===== src/itw_pkg.sv =====
// Constants and field layouts of the interval tick and watchdog block
package itw_pkg;

    // Register indices; byte address is four times the index
    localparam logic [7:0] ITW_IDX_ICTL   = 8'h8b;
    localparam logic [7:0] ITW_IDX_ICNT   = 8'h8c;
    localparam logic [7:0] ITW_IDX_WCTL   = 8'h8d;
    localparam logic [7:0] ITW_IDX_WCNT   = 8'h8e;
    localparam logic [7:0] ITW_IDX_IRQST  = 8'h90;
    localparam logic [7:0] ITW_IDX_IRQCLR = 8'h91;
    localparam logic [7:0] ITW_IDX_IRQEN  = 8'h92;
    localparam int         ITW_ADR_W      = 10;

    // Reset values
    localparam logic [7:0] ITW_ICTL_RST = 8'h45;
    localparam logic [7:0] ITW_WCTL_RST = 8'h00;
    localparam logic [7:0] ITW_CMP_RST  = 8'hff;

    // Interrupt status bit positions
    localparam int ITW_ST_INTERVAL = 0;
    localparam int ITW_ST_WATCHDOG = 1;
    localparam int ITW_ST_W        = 2;

    // Divider widths for system clock /4096, /1024, /128, /16
    localparam int ITW_PRE_W  = 12;
    localparam int ITW_DIV0_W = 12;
    localparam int ITW_DIV1_W = 10;
    localparam int ITW_DIV2_W = 7;
    localparam int ITW_DIV3_W = 4;
    // Low-speed oscillator divided by 32
    localparam int ITW_LS_W   = 5;
    // Watchdog prescale by 8
    localparam int ITW_WPRE_W = 3;

    // Interval control layout, bit 7 down to bit 0
    typedef struct packed {
        logic       irq_flag;
        logic [2:0] clock_select;
        logic       count_clear;
        logic [2:0] overflow_select;
    } itw_ictl_t;

    // Watchdog control layout, bit 7 down to bit 0
    typedef struct packed {
        logic       enable;
        logic       reset_enable;
        logic       count_clear;
        logic [2:0] unused;
        logic       prescale_select;
        logic       irq_flag;
    } itw_wctl_t;

    // One decoded bus access
    typedef struct packed {
        logic                 wr;
        logic                 rd;
        logic [7:0]           idx;
        logic [7:0]           data;
    } itw_acc_t;

endpackage


===== src/itw_top.sv =====
// Interval tick timer and watchdog with classic Wishbone register access
`timescale 1ns/100ps

// How it works
// - Eight-bit interval counter runs freely on its selected clock, wrapping.
// - Interval timer gives a stabilisation wait after power-on and stop exit.
// - Interval overflow is the watchdog counting time base.
// - Interval flag sets on overflow; cleared by write 0 or acknowledge.
// - Writing 1 to interval clear zeroes the counter; 0 runs freely.
// - Reset-enable 0 means plain interval timer, 1 means CPU watchdog.
// - Watchdog clear zeroes the counter and self-clears one cycle later.
// - Watchdog flags a request when counter equals the compare value.
// - On match: interrupt when reset-enable is 0, CPU reset when 1.
// - Watchdog counter advances only on interval overflow events.
// - Watchdog interval is one or eight overflow periods, per prescale select, times compare value plus one.
// - Prescale select feeds every overflow, or every eighth overflow.
// - One address reads watchdog count, writes compare value; resets to ff.
// - Watchdog flag sets on interrupt; cleared by write 0 or acknowledge.
module itw_top (
    // Clock and reset
    input  wire logic                         ref_clk,
    input  wire logic                         srst,
    // Wishbone slave
    input  wire logic                         wb_cyc_i,
    input  wire logic                         wb_stb_i,
    input  wire logic                         wb_we_i,
    input  wire logic [itw_pkg::ITW_ADR_W-1:0] wb_adr_i,
    input  wire logic [3:0]                   wb_sel_i,
    input  wire logic [31:0]                  wb_dat_i,
    output logic      [31:0]                  wb_dat_o,
    output logic                              wb_ack_o,
    // Clock source and power events
    input  wire logic                         low_speed_internal_osc,
    input  wire logic                         stop_wake,
    output logic                              clocks_stable,
    // Core interrupt handshake
    input  wire logic                         interval_irq_ack,
    input  wire logic                         watchdog_irq_ack,
    output logic                              interval_irq,
    output logic                              watchdog_irq,
    output logic                              cpu_reset,
    output logic                              irq
);

    itw_pkg::itw_ictl_t ictl;
    itw_pkg::itw_wctl_t wctl;
    itw_pkg::itw_acc_t  acc;
    logic [7:0]         icnt;
    logic [7:0]         wcnt;
    logic [7:0]         wcmp;
    logic [itw_pkg::ITW_PRE_W-1:0]  pre;
    logic [itw_pkg::ITW_LS_W-1:0]   ls_cnt;
    logic [itw_pkg::ITW_WPRE_W-1:0] wpre;
    logic               ls_q1;
    logic               ls_q2;
    logic               ls_q3;
    logic               stab_wait;
    logic [itw_pkg::ITW_ST_W-1:0] irq_st;
    logic [itw_pkg::ITW_ST_W-1:0] irq_en;

    // Ratio of system clock divider taps
    function automatic logic sys_hit(
        input logic [itw_pkg::ITW_PRE_W-1:0] p,
        input logic [1:0]                    sel
    );
        case (sel)
            2'h0:    sys_hit = &p[itw_pkg::ITW_DIV0_W-1:0];
            2'h1:    sys_hit = &p[itw_pkg::ITW_DIV1_W-1:0];
            2'h2:    sys_hit = &p[itw_pkg::ITW_DIV2_W-1:0];
            default: sys_hit = &p[itw_pkg::ITW_DIV3_W-1:0];
        endcase
    endfunction

    // Low bits that must all be set for an overflow
    function automatic logic [7:0] ovf_mask(input logic [2:0] sel);
        ovf_mask = ~(8'hfe << sel);
    endfunction

    // Bus decode
    wire         bus_req   = wb_cyc_i & wb_stb_i & ~wb_ack_o;
    wire         lane0     = wb_sel_i[0];
    wire [7:0]   req_idx   = wb_adr_i[itw_pkg::ITW_ADR_W-1:2];
    assign acc.wr   = bus_req & wb_we_i & lane0;
    assign acc.rd   = bus_req & ~wb_we_i;
    assign acc.idx  = req_idx;
    assign acc.data = wb_dat_i[7:0];

    wire wr_ictl  = acc.wr && acc.idx == itw_pkg::ITW_IDX_ICTL;
    wire wr_wctl  = acc.wr && acc.idx == itw_pkg::ITW_IDX_WCTL;
    wire wr_wcmp  = acc.wr && acc.idx == itw_pkg::ITW_IDX_WCNT;
    wire wr_clr   = acc.wr && acc.idx == itw_pkg::ITW_IDX_IRQCLR;
    wire wr_en    = acc.wr && acc.idx == itw_pkg::ITW_IDX_IRQEN;
    wire [7:0] wd = acc.data;

    // Interval clock tick generation
    wire ls_edge  = ls_q2 & ~ls_q3;
    wire ls_tick  = ls_edge & (&ls_cnt);
    wire sys_tick = sys_hit(pre, ictl.clock_select[1:0]);
    wire iclk     = ictl.clock_select[2] ? ls_tick : sys_tick;

    wire iclr     = (wr_ictl & wd[3]) | stop_wake;
    wire [7:0] imask = ovf_mask(ictl.overflow_select);
    wire ovf      = iclk & ((icnt & imask) == imask) & ~iclr;

    wire wd_tick  = ovf & (~wctl.prescale_select | (&wpre));
    wire wd_clear = wctl.count_clear;
    wire wd_run   = wctl.enable & ~wd_clear;
    wire wd_match = wd_run & wd_tick & (wcnt == wcmp);
    wire wd_irq_ev = wd_match & ~wctl.reset_enable;
    wire wd_rst_ev = wd_match & wctl.reset_enable;

    // Flag clears; a setting event in the same cycle wins
    wire iflag_clr = interval_irq_ack | (wr_ictl & ~wd[7]);
    wire wflag_clr = watchdog_irq_ack | (wr_wctl & ~wd[0]);

    wire [itw_pkg::ITW_ST_W-1:0] st_ev = {wd_irq_ev, ovf};

    // Read mux
    logic [7:0] rd_mux;
    always_comb begin
        case (acc.idx)
            itw_pkg::ITW_IDX_ICTL:  rd_mux = {ictl.irq_flag,
                                              ictl.clock_select, 1'b0,
                                              ictl.overflow_select};
            itw_pkg::ITW_IDX_ICNT:  rd_mux = icnt;
            itw_pkg::ITW_IDX_WCTL:  rd_mux = {wctl.enable,
                                              wctl.reset_enable,
                                              wctl.count_clear, 3'h0,
                                              wctl.prescale_select,
                                              wctl.irq_flag};
            itw_pkg::ITW_IDX_WCNT:  rd_mux = wcnt;
            itw_pkg::ITW_IDX_IRQST: rd_mux = {6'h00, irq_st};
            itw_pkg::ITW_IDX_IRQEN: rd_mux = {6'h00, irq_en};
            default:                rd_mux = 8'h00;
        endcase
    end

    // Bus answer, one cycle after the request
    always_ff @(posedge ref_clk) begin
        if (srst) begin
            wb_ack_o <= 1'b0;
            wb_dat_o <= 32'h0000_0000;
        end else begin
            wb_ack_o <= bus_req;
            wb_dat_o <= acc.rd ? {24'h00_0000, rd_mux} : 32'h0000_0000;
        end
    end

    // Low-speed oscillator synchroniser; edge taken after second stage
    always_ff @(posedge ref_clk) begin
        if (srst) begin
            ls_q1 <= 1'b0;
            ls_q2 <= 1'b0;
            ls_q3 <= 1'b0;
        end else begin
            ls_q1 <= low_speed_internal_osc;
            ls_q2 <= ls_q1;
            ls_q3 <= ls_q2;
        end
    end

    // Prescalers run freely
    always_ff @(posedge ref_clk) begin
        if (srst) begin
            pre    <= '0;
            ls_cnt <= '0;
        end else begin
            pre <= pre + 1'b1;
            if (ls_edge)
                ls_cnt <= ls_cnt + 1'b1;
        end
    end

    always_ff @(posedge ref_clk) begin
        if (srst)
            icnt <= 8'h00;
        else if (iclr)
            icnt <= 8'h00;
        else if (iclk)
            icnt <= icnt + 1'b1;
    end

    // stabilisation wait ends at first overflow
    always_ff @(posedge ref_clk) begin
        if (srst)
            stab_wait <= 1'b1;
        else if (stop_wake)
            stab_wait <= 1'b1;
        else if (ovf)
            stab_wait <= 1'b0;
    end
    assign clocks_stable = ~stab_wait;

    // Interval control; clear bit never stored
    always_ff @(posedge ref_clk) begin
        if (srst) begin
            ictl <= itw_pkg::ITW_ICTL_RST;
        end else begin
            if (wr_ictl) begin
                ictl.clock_select    <= wd[6:4];
                ictl.overflow_select <= wd[2:0];
            end
            ictl.count_clear <= 1'b0;
            if (ovf)
                ictl.irq_flag <= 1'b1;
            else if (iflag_clr)
                ictl.irq_flag <= 1'b0;
        end
    end

    // Watchdog control
    always_ff @(posedge ref_clk) begin
        if (srst) begin
            wctl <= itw_pkg::ITW_WCTL_RST;
        end else begin
            if (wr_wctl) begin
                wctl.enable          <= wd[7];
                wctl.reset_enable    <= wd[6];
                wctl.prescale_select <= wd[1];
            end
            wctl.count_clear <= wr_wctl & wd[5];
            wctl.unused      <= 3'h0;
            if (wd_irq_ev)
                wctl.irq_flag <= 1'b1;
            else if (wflag_clr)
                wctl.irq_flag <= 1'b0;
        end
    end

    always_ff @(posedge ref_clk) begin
        if (srst)
            wcmp <= itw_pkg::ITW_CMP_RST;
        else if (wr_wcmp)
            wcmp <= wd;
    end

    always_ff @(posedge ref_clk) begin
        if (srst)
            wpre <= '0;
        else if (wd_clear)
            wpre <= '0;
        else if (ovf & wctl.enable)
            wpre <= wpre + 1'b1;
    end

    // watchdog counter steps on overflow ticks
    // wraps after compare value plus one ticks
    always_ff @(posedge ref_clk) begin
        if (srst)
            wcnt <= 8'h00;
        else if (wd_clear || wd_match)
            wcnt <= 8'h00;
        else if (wd_run & wd_tick)
            wcnt <= wcnt + 1'b1;
    end

    // reset pulse only in watchdog mode
    always_ff @(posedge ref_clk) begin
        if (srst)
            cpu_reset <= 1'b0;
        else
            cpu_reset <= wd_rst_ev;
    end

    // Interrupt status, write-one clear, set wins
    always_ff @(posedge ref_clk) begin
        if (srst) begin
            irq_st <= '0;
            irq_en <= '0;
        end else begin
            irq_st <= st_ev | (irq_st & ~(wr_clr ? wd[1:0] : 2'h0));
            if (wr_en)
                irq_en <= wd[1:0];
        end
    end

    assign irq          = |(irq_st & irq_en);
    assign interval_irq = ictl.irq_flag;
    assign watchdog_irq = wctl.irq_flag;
endmodule // itw_top


===== config.mk =====
export PLATFORM = sky130hd
export DESIGN_NAME = itw_top
export DESIGN_NICKNAME = d
export VERILOG_FILES = /design/src/itw_pkg.sv /design/src/itw_top.sv
export SDC_FILE = /design/constraint.sdc
export NUM_CORES = 1
export LEC_CHECK = 0
export BUFFER_PORTS_ARGS = -buffer_cell sky130_fd_sc_hd__buf_2
export CORE_ASPECT_RATIO = 1.75
export CORE_UTILIZATION = 50
export CTS_CLUSTER_SIZE = 20
export DETAILED_ROUTE_END_ITERATION = 7
export MAX_ROUTING_LAYER = met4
export PLACE_DENSITY = 0.85
export REMOVE_ABC_BUFFERS = 1
export SLEW_MARGIN = 10
export SYNTH_ARGS = -nofsm -noshare
export SYNTH_HDL_FRONTEND = slang
export SYNTH_SLANG_ARGS = --single-unit

===== constraint.sdc =====
create_clock -name ref_clk -period 3.3 [get_ports ref_clk]
set_input_delay 0.33 -clock ref_clk [delete_from_list [all_inputs] [get_ports ref_clk]]
set_output_delay 0.33 -clock ref_clk [all_outputs]
set_load 0.1 [all_outputs]

==> results.json, run 1 <==
{
  "reg2reg_depth": 7,
  "drive_above_1_share_pct": 16.1,
  "num_io_pins": 93,
  "relSlewSlack_pct": 38.9,
  "p_switching_mw": 0.515,
  "timing.rr.end": "wcnt[4]",
  "place.detailed.hpwl_um": 6090,
  "p_clk_share_pct": 44.2,
  "worstPathRequired_ns": 3.51,
  "r2r_slack_ns": 0.69,
  "synth_edf_count": 0,
  "async_flop_share_pct": 0,
  "period_needed_ns": 2.61,
  "grt_overflow": 0,
  "dpl_cell_area_um2": 3750,
  "hold_path_end": "ls_q1",
  "ys.flop_type": "dfxtp_1",
  "synthCells": 406,
  "worst_pin_slew_ns": 0.909,
  "drtIter0Drc": 165,
  "routed_wirelength_um": 8320,
  "r2r_start": "pre[0]",
  "cts_root_buffer": "clkbuf_16",
  "nFillCells": 617,
  "critPathKind": "flop to flop",
  "cts.path.max_buffers": 2,
  "final_common_cell": "dfxtp_1",
  "dr.pass1.iters": 5,
  "cts_hold_buf": 0,
  "grt_setup_unrepaired": "no",
  "cts-resized-gates": 0,
  "die_area_um2": 7580,
  "grt_usage_pct": 24.8,
  "postSynthAreaPerCell_um2": 8.90,
  "drv_cap": 0,
  "wire_per_inst_um": 15.7,
  "fin_setup_tns_ns": 0,
  "ys_ff_latch": 74,
  "combPwrFrac_pct": 9.3,
  "clk_pin_slew_worst_paths_ns": 0.06,
  "die_width_um": 66.3,
  "grt_pass1_vias": 2927,
  "ys_warn_count": 0,
  "place_inst": 515,
  "finalNonFillerCells": 531,
  "final_hold_viol_count": 0,
  "arrival_ns": 2.83,
  "grt_max_degree": 45,
  "crit_fanout": 11,
  "grt_pass1_wl_um": 13600,
  "initial_core_util_pct": 52.3,
  "yosysSeqAreaShare_pct": 41.0,
  "synth.distinct_cells": 54,
  "design_area_um2": 4020,
  "switching_share_pct": 26.5,
  "start_kind": "flop",
  "h-tree-depth": 3,
  "row_count": 40,
  "final_cell_mix": "dfxtp_1 (74), nand2_1 (47), nor2_1 (41), buf_2 (39), nand3_1 (26)",
  "antenna_found_initial": 0,
  "cts.sinks": 74,
  "gp_congestion": 0.958,
  "finalCritPeriodShare_pct": 79.2,
  "p_int_mw": 1.43,
  "ir_worst_vdd_v": 0.000411,
  "cts_buffers": 9,
  "slew_viol_final": 0,
  "fmax_mhz": 383,
  "post_cts_buffers": 0,
  "status": "finished clean",
  "die_y_um": 114,
  "antenna_left": 0,
  "end_kind": "flop",
  "p_leak_nw": 1.65,
  "cts_tree": "yes",
  "power.density_nw_per_um2": 484,
  "route.detailed.drc": 0,
  "setup_viol": 0,
  "avgViaCountPerCell": 5.82,
  "core_area_um2": 6910,
  "syn_area_um2": 3610,
  "pwr-share-seq_pct": 46.5,
  "area_growth_pct": 11.2,
  "holdPathStages": 2,
  "hold_class": "input pin to flop",
  "nNetsFinal": 504,
  "clk_latency_ns": 0.33,
  "numPortBuffers": 39,
  "fin_skew_ns": 0.00706,
  "antenna_cells": 0,
  "worstHoldStart": "low_speed_internal_osc",
  "via_count": 3091
}
cell type report:
| class | count | area (um2) | area share [%] |
|---|---|---|---|
| clock buffer | 11 | 233 | 5.79 |
| sequential | 74 | 1480 | 36.9 |
| timing repair buffer | 44 | 233 | 5.79 |
| inverter | 9 | 33.8 | 0.841 |
| tap | 84 | 105 | 2.62 |
| clock inverter | 5 | 31.3 | 0.779 |
| multi-input combinational | 304 | 1900 | 47.3 |
critical path, stage by stage, from the launching register on:
cell and delay [ns]:
dfxtp_1 0.35, ha_1 0.24, and4_4 0.29, a41oi_4 0.14
o41ai_4 0.59, nor3b_2 0.37, a311o_1 0.41, nor2_1 0.10
cell usage after synthesis, drive strengths merged (7+ instances only):
master   n  area (um2)
clkbuf  14        62.6
nand3   26         130
xor2    20         175
nand4   16         100
nor2b    9        56.3
nor2    41         154
xnor2   12         105
inv      9        33.8
mux2i    7        70.1
a222oi   7        70.1
ha       7        87.6
nand2   47         176
a21oi   20         100
dfxtp   74        1480
buf     28         221
logic make-up (layout without fill, tap and decap cells):
logic type / Yosys count / count (layout) / share of synthesized area (%)
XOR/XNOR: 32 / 32 / 7.76
flip-flops: 74 / 74 / 41.0
adder cells (fa/ha/maj): 7 / 7 / 2.42
other: 1 / 24 / 0.104
AO/OA/AOI/OAI: 57 / 57 / 12.4
AND/OR/NAND/NOR: 175 / 175 / 24.9
multiplexers: 9 / 9 / 2.56
buffers and inverters: 51 / 69 / 8.80
registers in the layout, summed over array words and instances, names as in the netlist:
register / count
ls_q1: 1
wpre: 3
irq_en: 2
wb_ack_o: 1
irq_st: 2
ls_q2: 1
wcnt: 8
wcmp: 8
ls_q3: 1
ictl: 6
cpu_reset: 1
ls_cnt: 5
watchdog_irq: 1
wd_clear: 1
wb_dat_o: 8
pre: 12
stab_wait: 1
interval_irq: 1
wctl: 3
icnt: 8
stage by stage:
stage	util, %	hold WS (ns)	power [mW]	setup WS (ns)
floorplan	-	0.397	1.07	0.503
global placement	54.3	0.426	1.10	0.748
detailed placement	54.3	0.429	1.10	0.728
CTS	58.2	0.219	1.96	0.694
global route	58.2	0.229	2.00	0.499
finish	58.2	0.227	1.94	0.686
metal layers:
metal | wire length, um | vias to the layer above | global-route usage, %
met3 | 504 | 35 | 5.08
met5 | 0 | - | -
li1 | - | 1452 | -
met1 | 2920 | 1463 | 24.4
met2 | 4430 | 141 | 42.2
met4 | 461 | 0 | 17.4
power groups by stage:
stage          combinational (mW)  sequential [mW]  clock [mW]
4_1_cts                     0.180            0.904       0.872
5_1_grt                     0.189            0.904       0.905
3_3_place_gp                0.178            0.923           0
2_1_floorplan               0.140            0.926           0
6_report                    0.181            0.904       0.858
3_5_place_dp                0.180            0.923           0
worst max-delay path by stage:
stage	startpoint	end	slack, ns
6_report	pre[0]	wcnt[4]	0.69
5_1_grt	pre[0]	wcnt[4]	0.50
4_1_cts	pre[0]	wcnt[0]	0.69
3_5_place_dp	pre[0]	wcnt[0]	0.73
3_3_place_gp	pre[0]	wcnt[0]	0.75
2_1_floorplan	wb_ack_o	wcnt[4]	0.50
Power figures use the tool's default switching activity.
==> run 2: changes to the inputs <==
- clock period: 3.3 -> 2.65 ns (I/O delays scaled with it)
==> results.json, run 2 (synthesis results as in run 1) <==
{
  "drive_above_1_share_pct": 16.7,
  "top_layer_used": "met4",
  "clk_latency_ns": 0.34,
  "cts.path.max_buffers": 2,
  "final_common_cell": "dfxtp_1",
  "fin_skew_ns": 0.00425,
  "final_hold_viol_count": 0,
  "pre_cts_slack_ns": 0.204,
  "numPortBuffers": 39,
  "largest_register_ffs": 12,
  "row_count": 40,
  "worstHoldStart": "low_speed_internal_osc",
  "cts_hold_buf": 0,
  "place_inst": 519,
  "wl_met3_um": 447,
  "initial_core_util_pct": 52.3,
  "final_cell_mix": "dfxtp_1 (74), nand2_1 (47), nor2_1 (41), buf_2 (39), nand3_1 (26)",
  "finalCritPeriodShare_pct": 93.8,
  "p_int_mw": 1.90,
  "end_kind": "flop",
  "route.detailed.drc": 0,
  "r2r_slack_ns": 0.16,
  "routed_wirelength_um": 8310,
  "critPathKind": "flop to flop",
  "worstPathRequired_ns": 2.92,
  "core_area_um2": 6910,
  "start_kind": "flop",
  "regMostFlops": "pre",
  "seq_area_um2": 1480,
  "status": "finished clean",
  "crit_fanout": 7,
  "p_clk_share_pct": 46.6,
  "dpl_cell_area_um2": 3780,
  "gp_congestion": 0.959,
  "grt_setup_unrepaired": "no",
  "relSlewSlack_pct": 44.4,
  "cts_tree": "yes",
  "die_area_um2": 7580,
  "holdPathStages": 2,
  "timing.rr.end": "wcnt[0]",
  "drtIter0Drc": 206,
  "post_cts_buffers": 0,
  "area_growth_pct": 12.6,
  "switching_share_pct": 25.1,
  "setup_viol": 0,
  "power.density_nw_per_um2": 622,
  "cts_buffers": 9,
  "cts.sinks": 74,
  "place.detailed.hpwl_um": 6120,
  "p_leak_nw": 1.68,
  "p_switching_mw": 0.636,
  "hold_path_end": "ls_q1",
  "wirelength_met1_um": 3050,
  "grt_usage_pct": 24.7,
  "fmax_mhz": 402,
  "die_y_um": 114,
  "finalNonFillerCells": 534,
  "via_count": 3042,
  "fin_setup_tns_ns": 0,
  "worst_pin_slew_ns": 0.833,
  "grt_overflow": 0,
  "r2r_start": "pre[0]",
  "cts-resized-gates": 0,
  "die_width_um": 66.3,
  "grt_pass1_vias": 2935,
  "antenna_left": 0,
  "hold_class": "input pin to flop",
  "num_io_pins": 93,
  "cts_root_buffer": "clkbuf_16",
  "multi_input_area_um2": 1900,
  "arrival_ns": 2.75,
  "nFillCells": 620,
  "crit_start": "pre[0]",
  "antenna_cells": 0,
  "grt_pass1_wl_um": 13600,
  "antenna_found_initial": 0,
  "design_area_um2": 4070,
  "dr.pass1.iters": 6,
  "slew_viol_final": 0,
  "combPwrFrac_pct": 9.0,
  "pwr-share-seq_pct": 44.5,
  "wl_met2_um": 4340,
  "nNetsFinal": 508,
  "period_needed_ns": 2.49,
  "grt_max_degree": 45,
  "timing.final.ws_setup_ns": 0.165,
  "ir_worst_vdd_v": 0.000578,
  "drv_cap": 0,
  "wire_per_inst_um": 15.6,
  "clk_pin_slew_worst_paths_ns": 0.05,
  "reg2reg_depth": 7,
  "avgViaCountPerCell": 5.70,
  "h-tree-depth": 3,
  "finish.utilization_pct": 58.9
}
[run 2: changes by cell type in the layout (fill, tap and decap cells not counted)]
cell,before,now
clkinvlp_4,1,0
clkinv_2,3,2
buf_4,5,9
clkinv_4,1,0
clkbuf_8,0,1
bufinv_16,0,1
[run 2: worst max path at each step]
stage / end / depth (start not counted) / slack (ns)
6_report: wcnt[0] / 7 / 0.16
2_1_floorplan: wcnt[4] / 6 / -0.15
3_3_place_gp: wcnt[0] / 7 / 0.23
5_1_grt: wcnt[0] / 7 / 0.01
3_5_place_dp: wcnt[0] / 7 / 0.20
4_1_cts: wcnt[0] / 7 / 0.18
[run 2: final cells by class]
type / instances / share of cell area (%)
Sequential cell: 74 / 36.4
Tap cell: 84 / 2.58
Timing Repair Buffer: 48 / 6.46
Inverter: 9 / 0.830
Clock inverter: 3 / 0.984
Clock buffer: 12 / 6.06
Multi-Input combinational cell: 304 / 46.7
[run 2: metal layers]
metal	track usage, %	vias up
met4	17.0	0
met5	-	-
met2	41.9	124
li1	-	1456
met1	24.8	1431
met3	4.68	31
[run 2: critical path, stage by stage (launching register included)]
cell	delay, ns
dfxtp_1	0.36
ha_1	0.23
and4_4	0.28
a41oi_4	0.14
o41ai_4	0.48
or3b_1	0.43
or3_1	0.35
a21oi_1	0.14
[run 2: metrics by stage]
step / power [mW] / hold WS [ns]
after floorplan: 1.33 / 0.332
after global placement: 1.37 / 0.422
after detailed placement: 1.38 / 0.436
after CTS: 2.55 / 0.135
after global routing: 2.60 / 0.155
final: 2.53 / 0.144
[run 2: power groups by stage]
stage                     sequential [mW]  clock (mW)  combinational [mW]
final                                1.13        1.18               0.227
after global routing                 1.13        1.23               0.237
after CTS                            1.13        1.20               0.226
after detailed placement             1.15           0               0.226
after global placement               1.15           0               0.223
after floorplan                      1.15           0               0.174
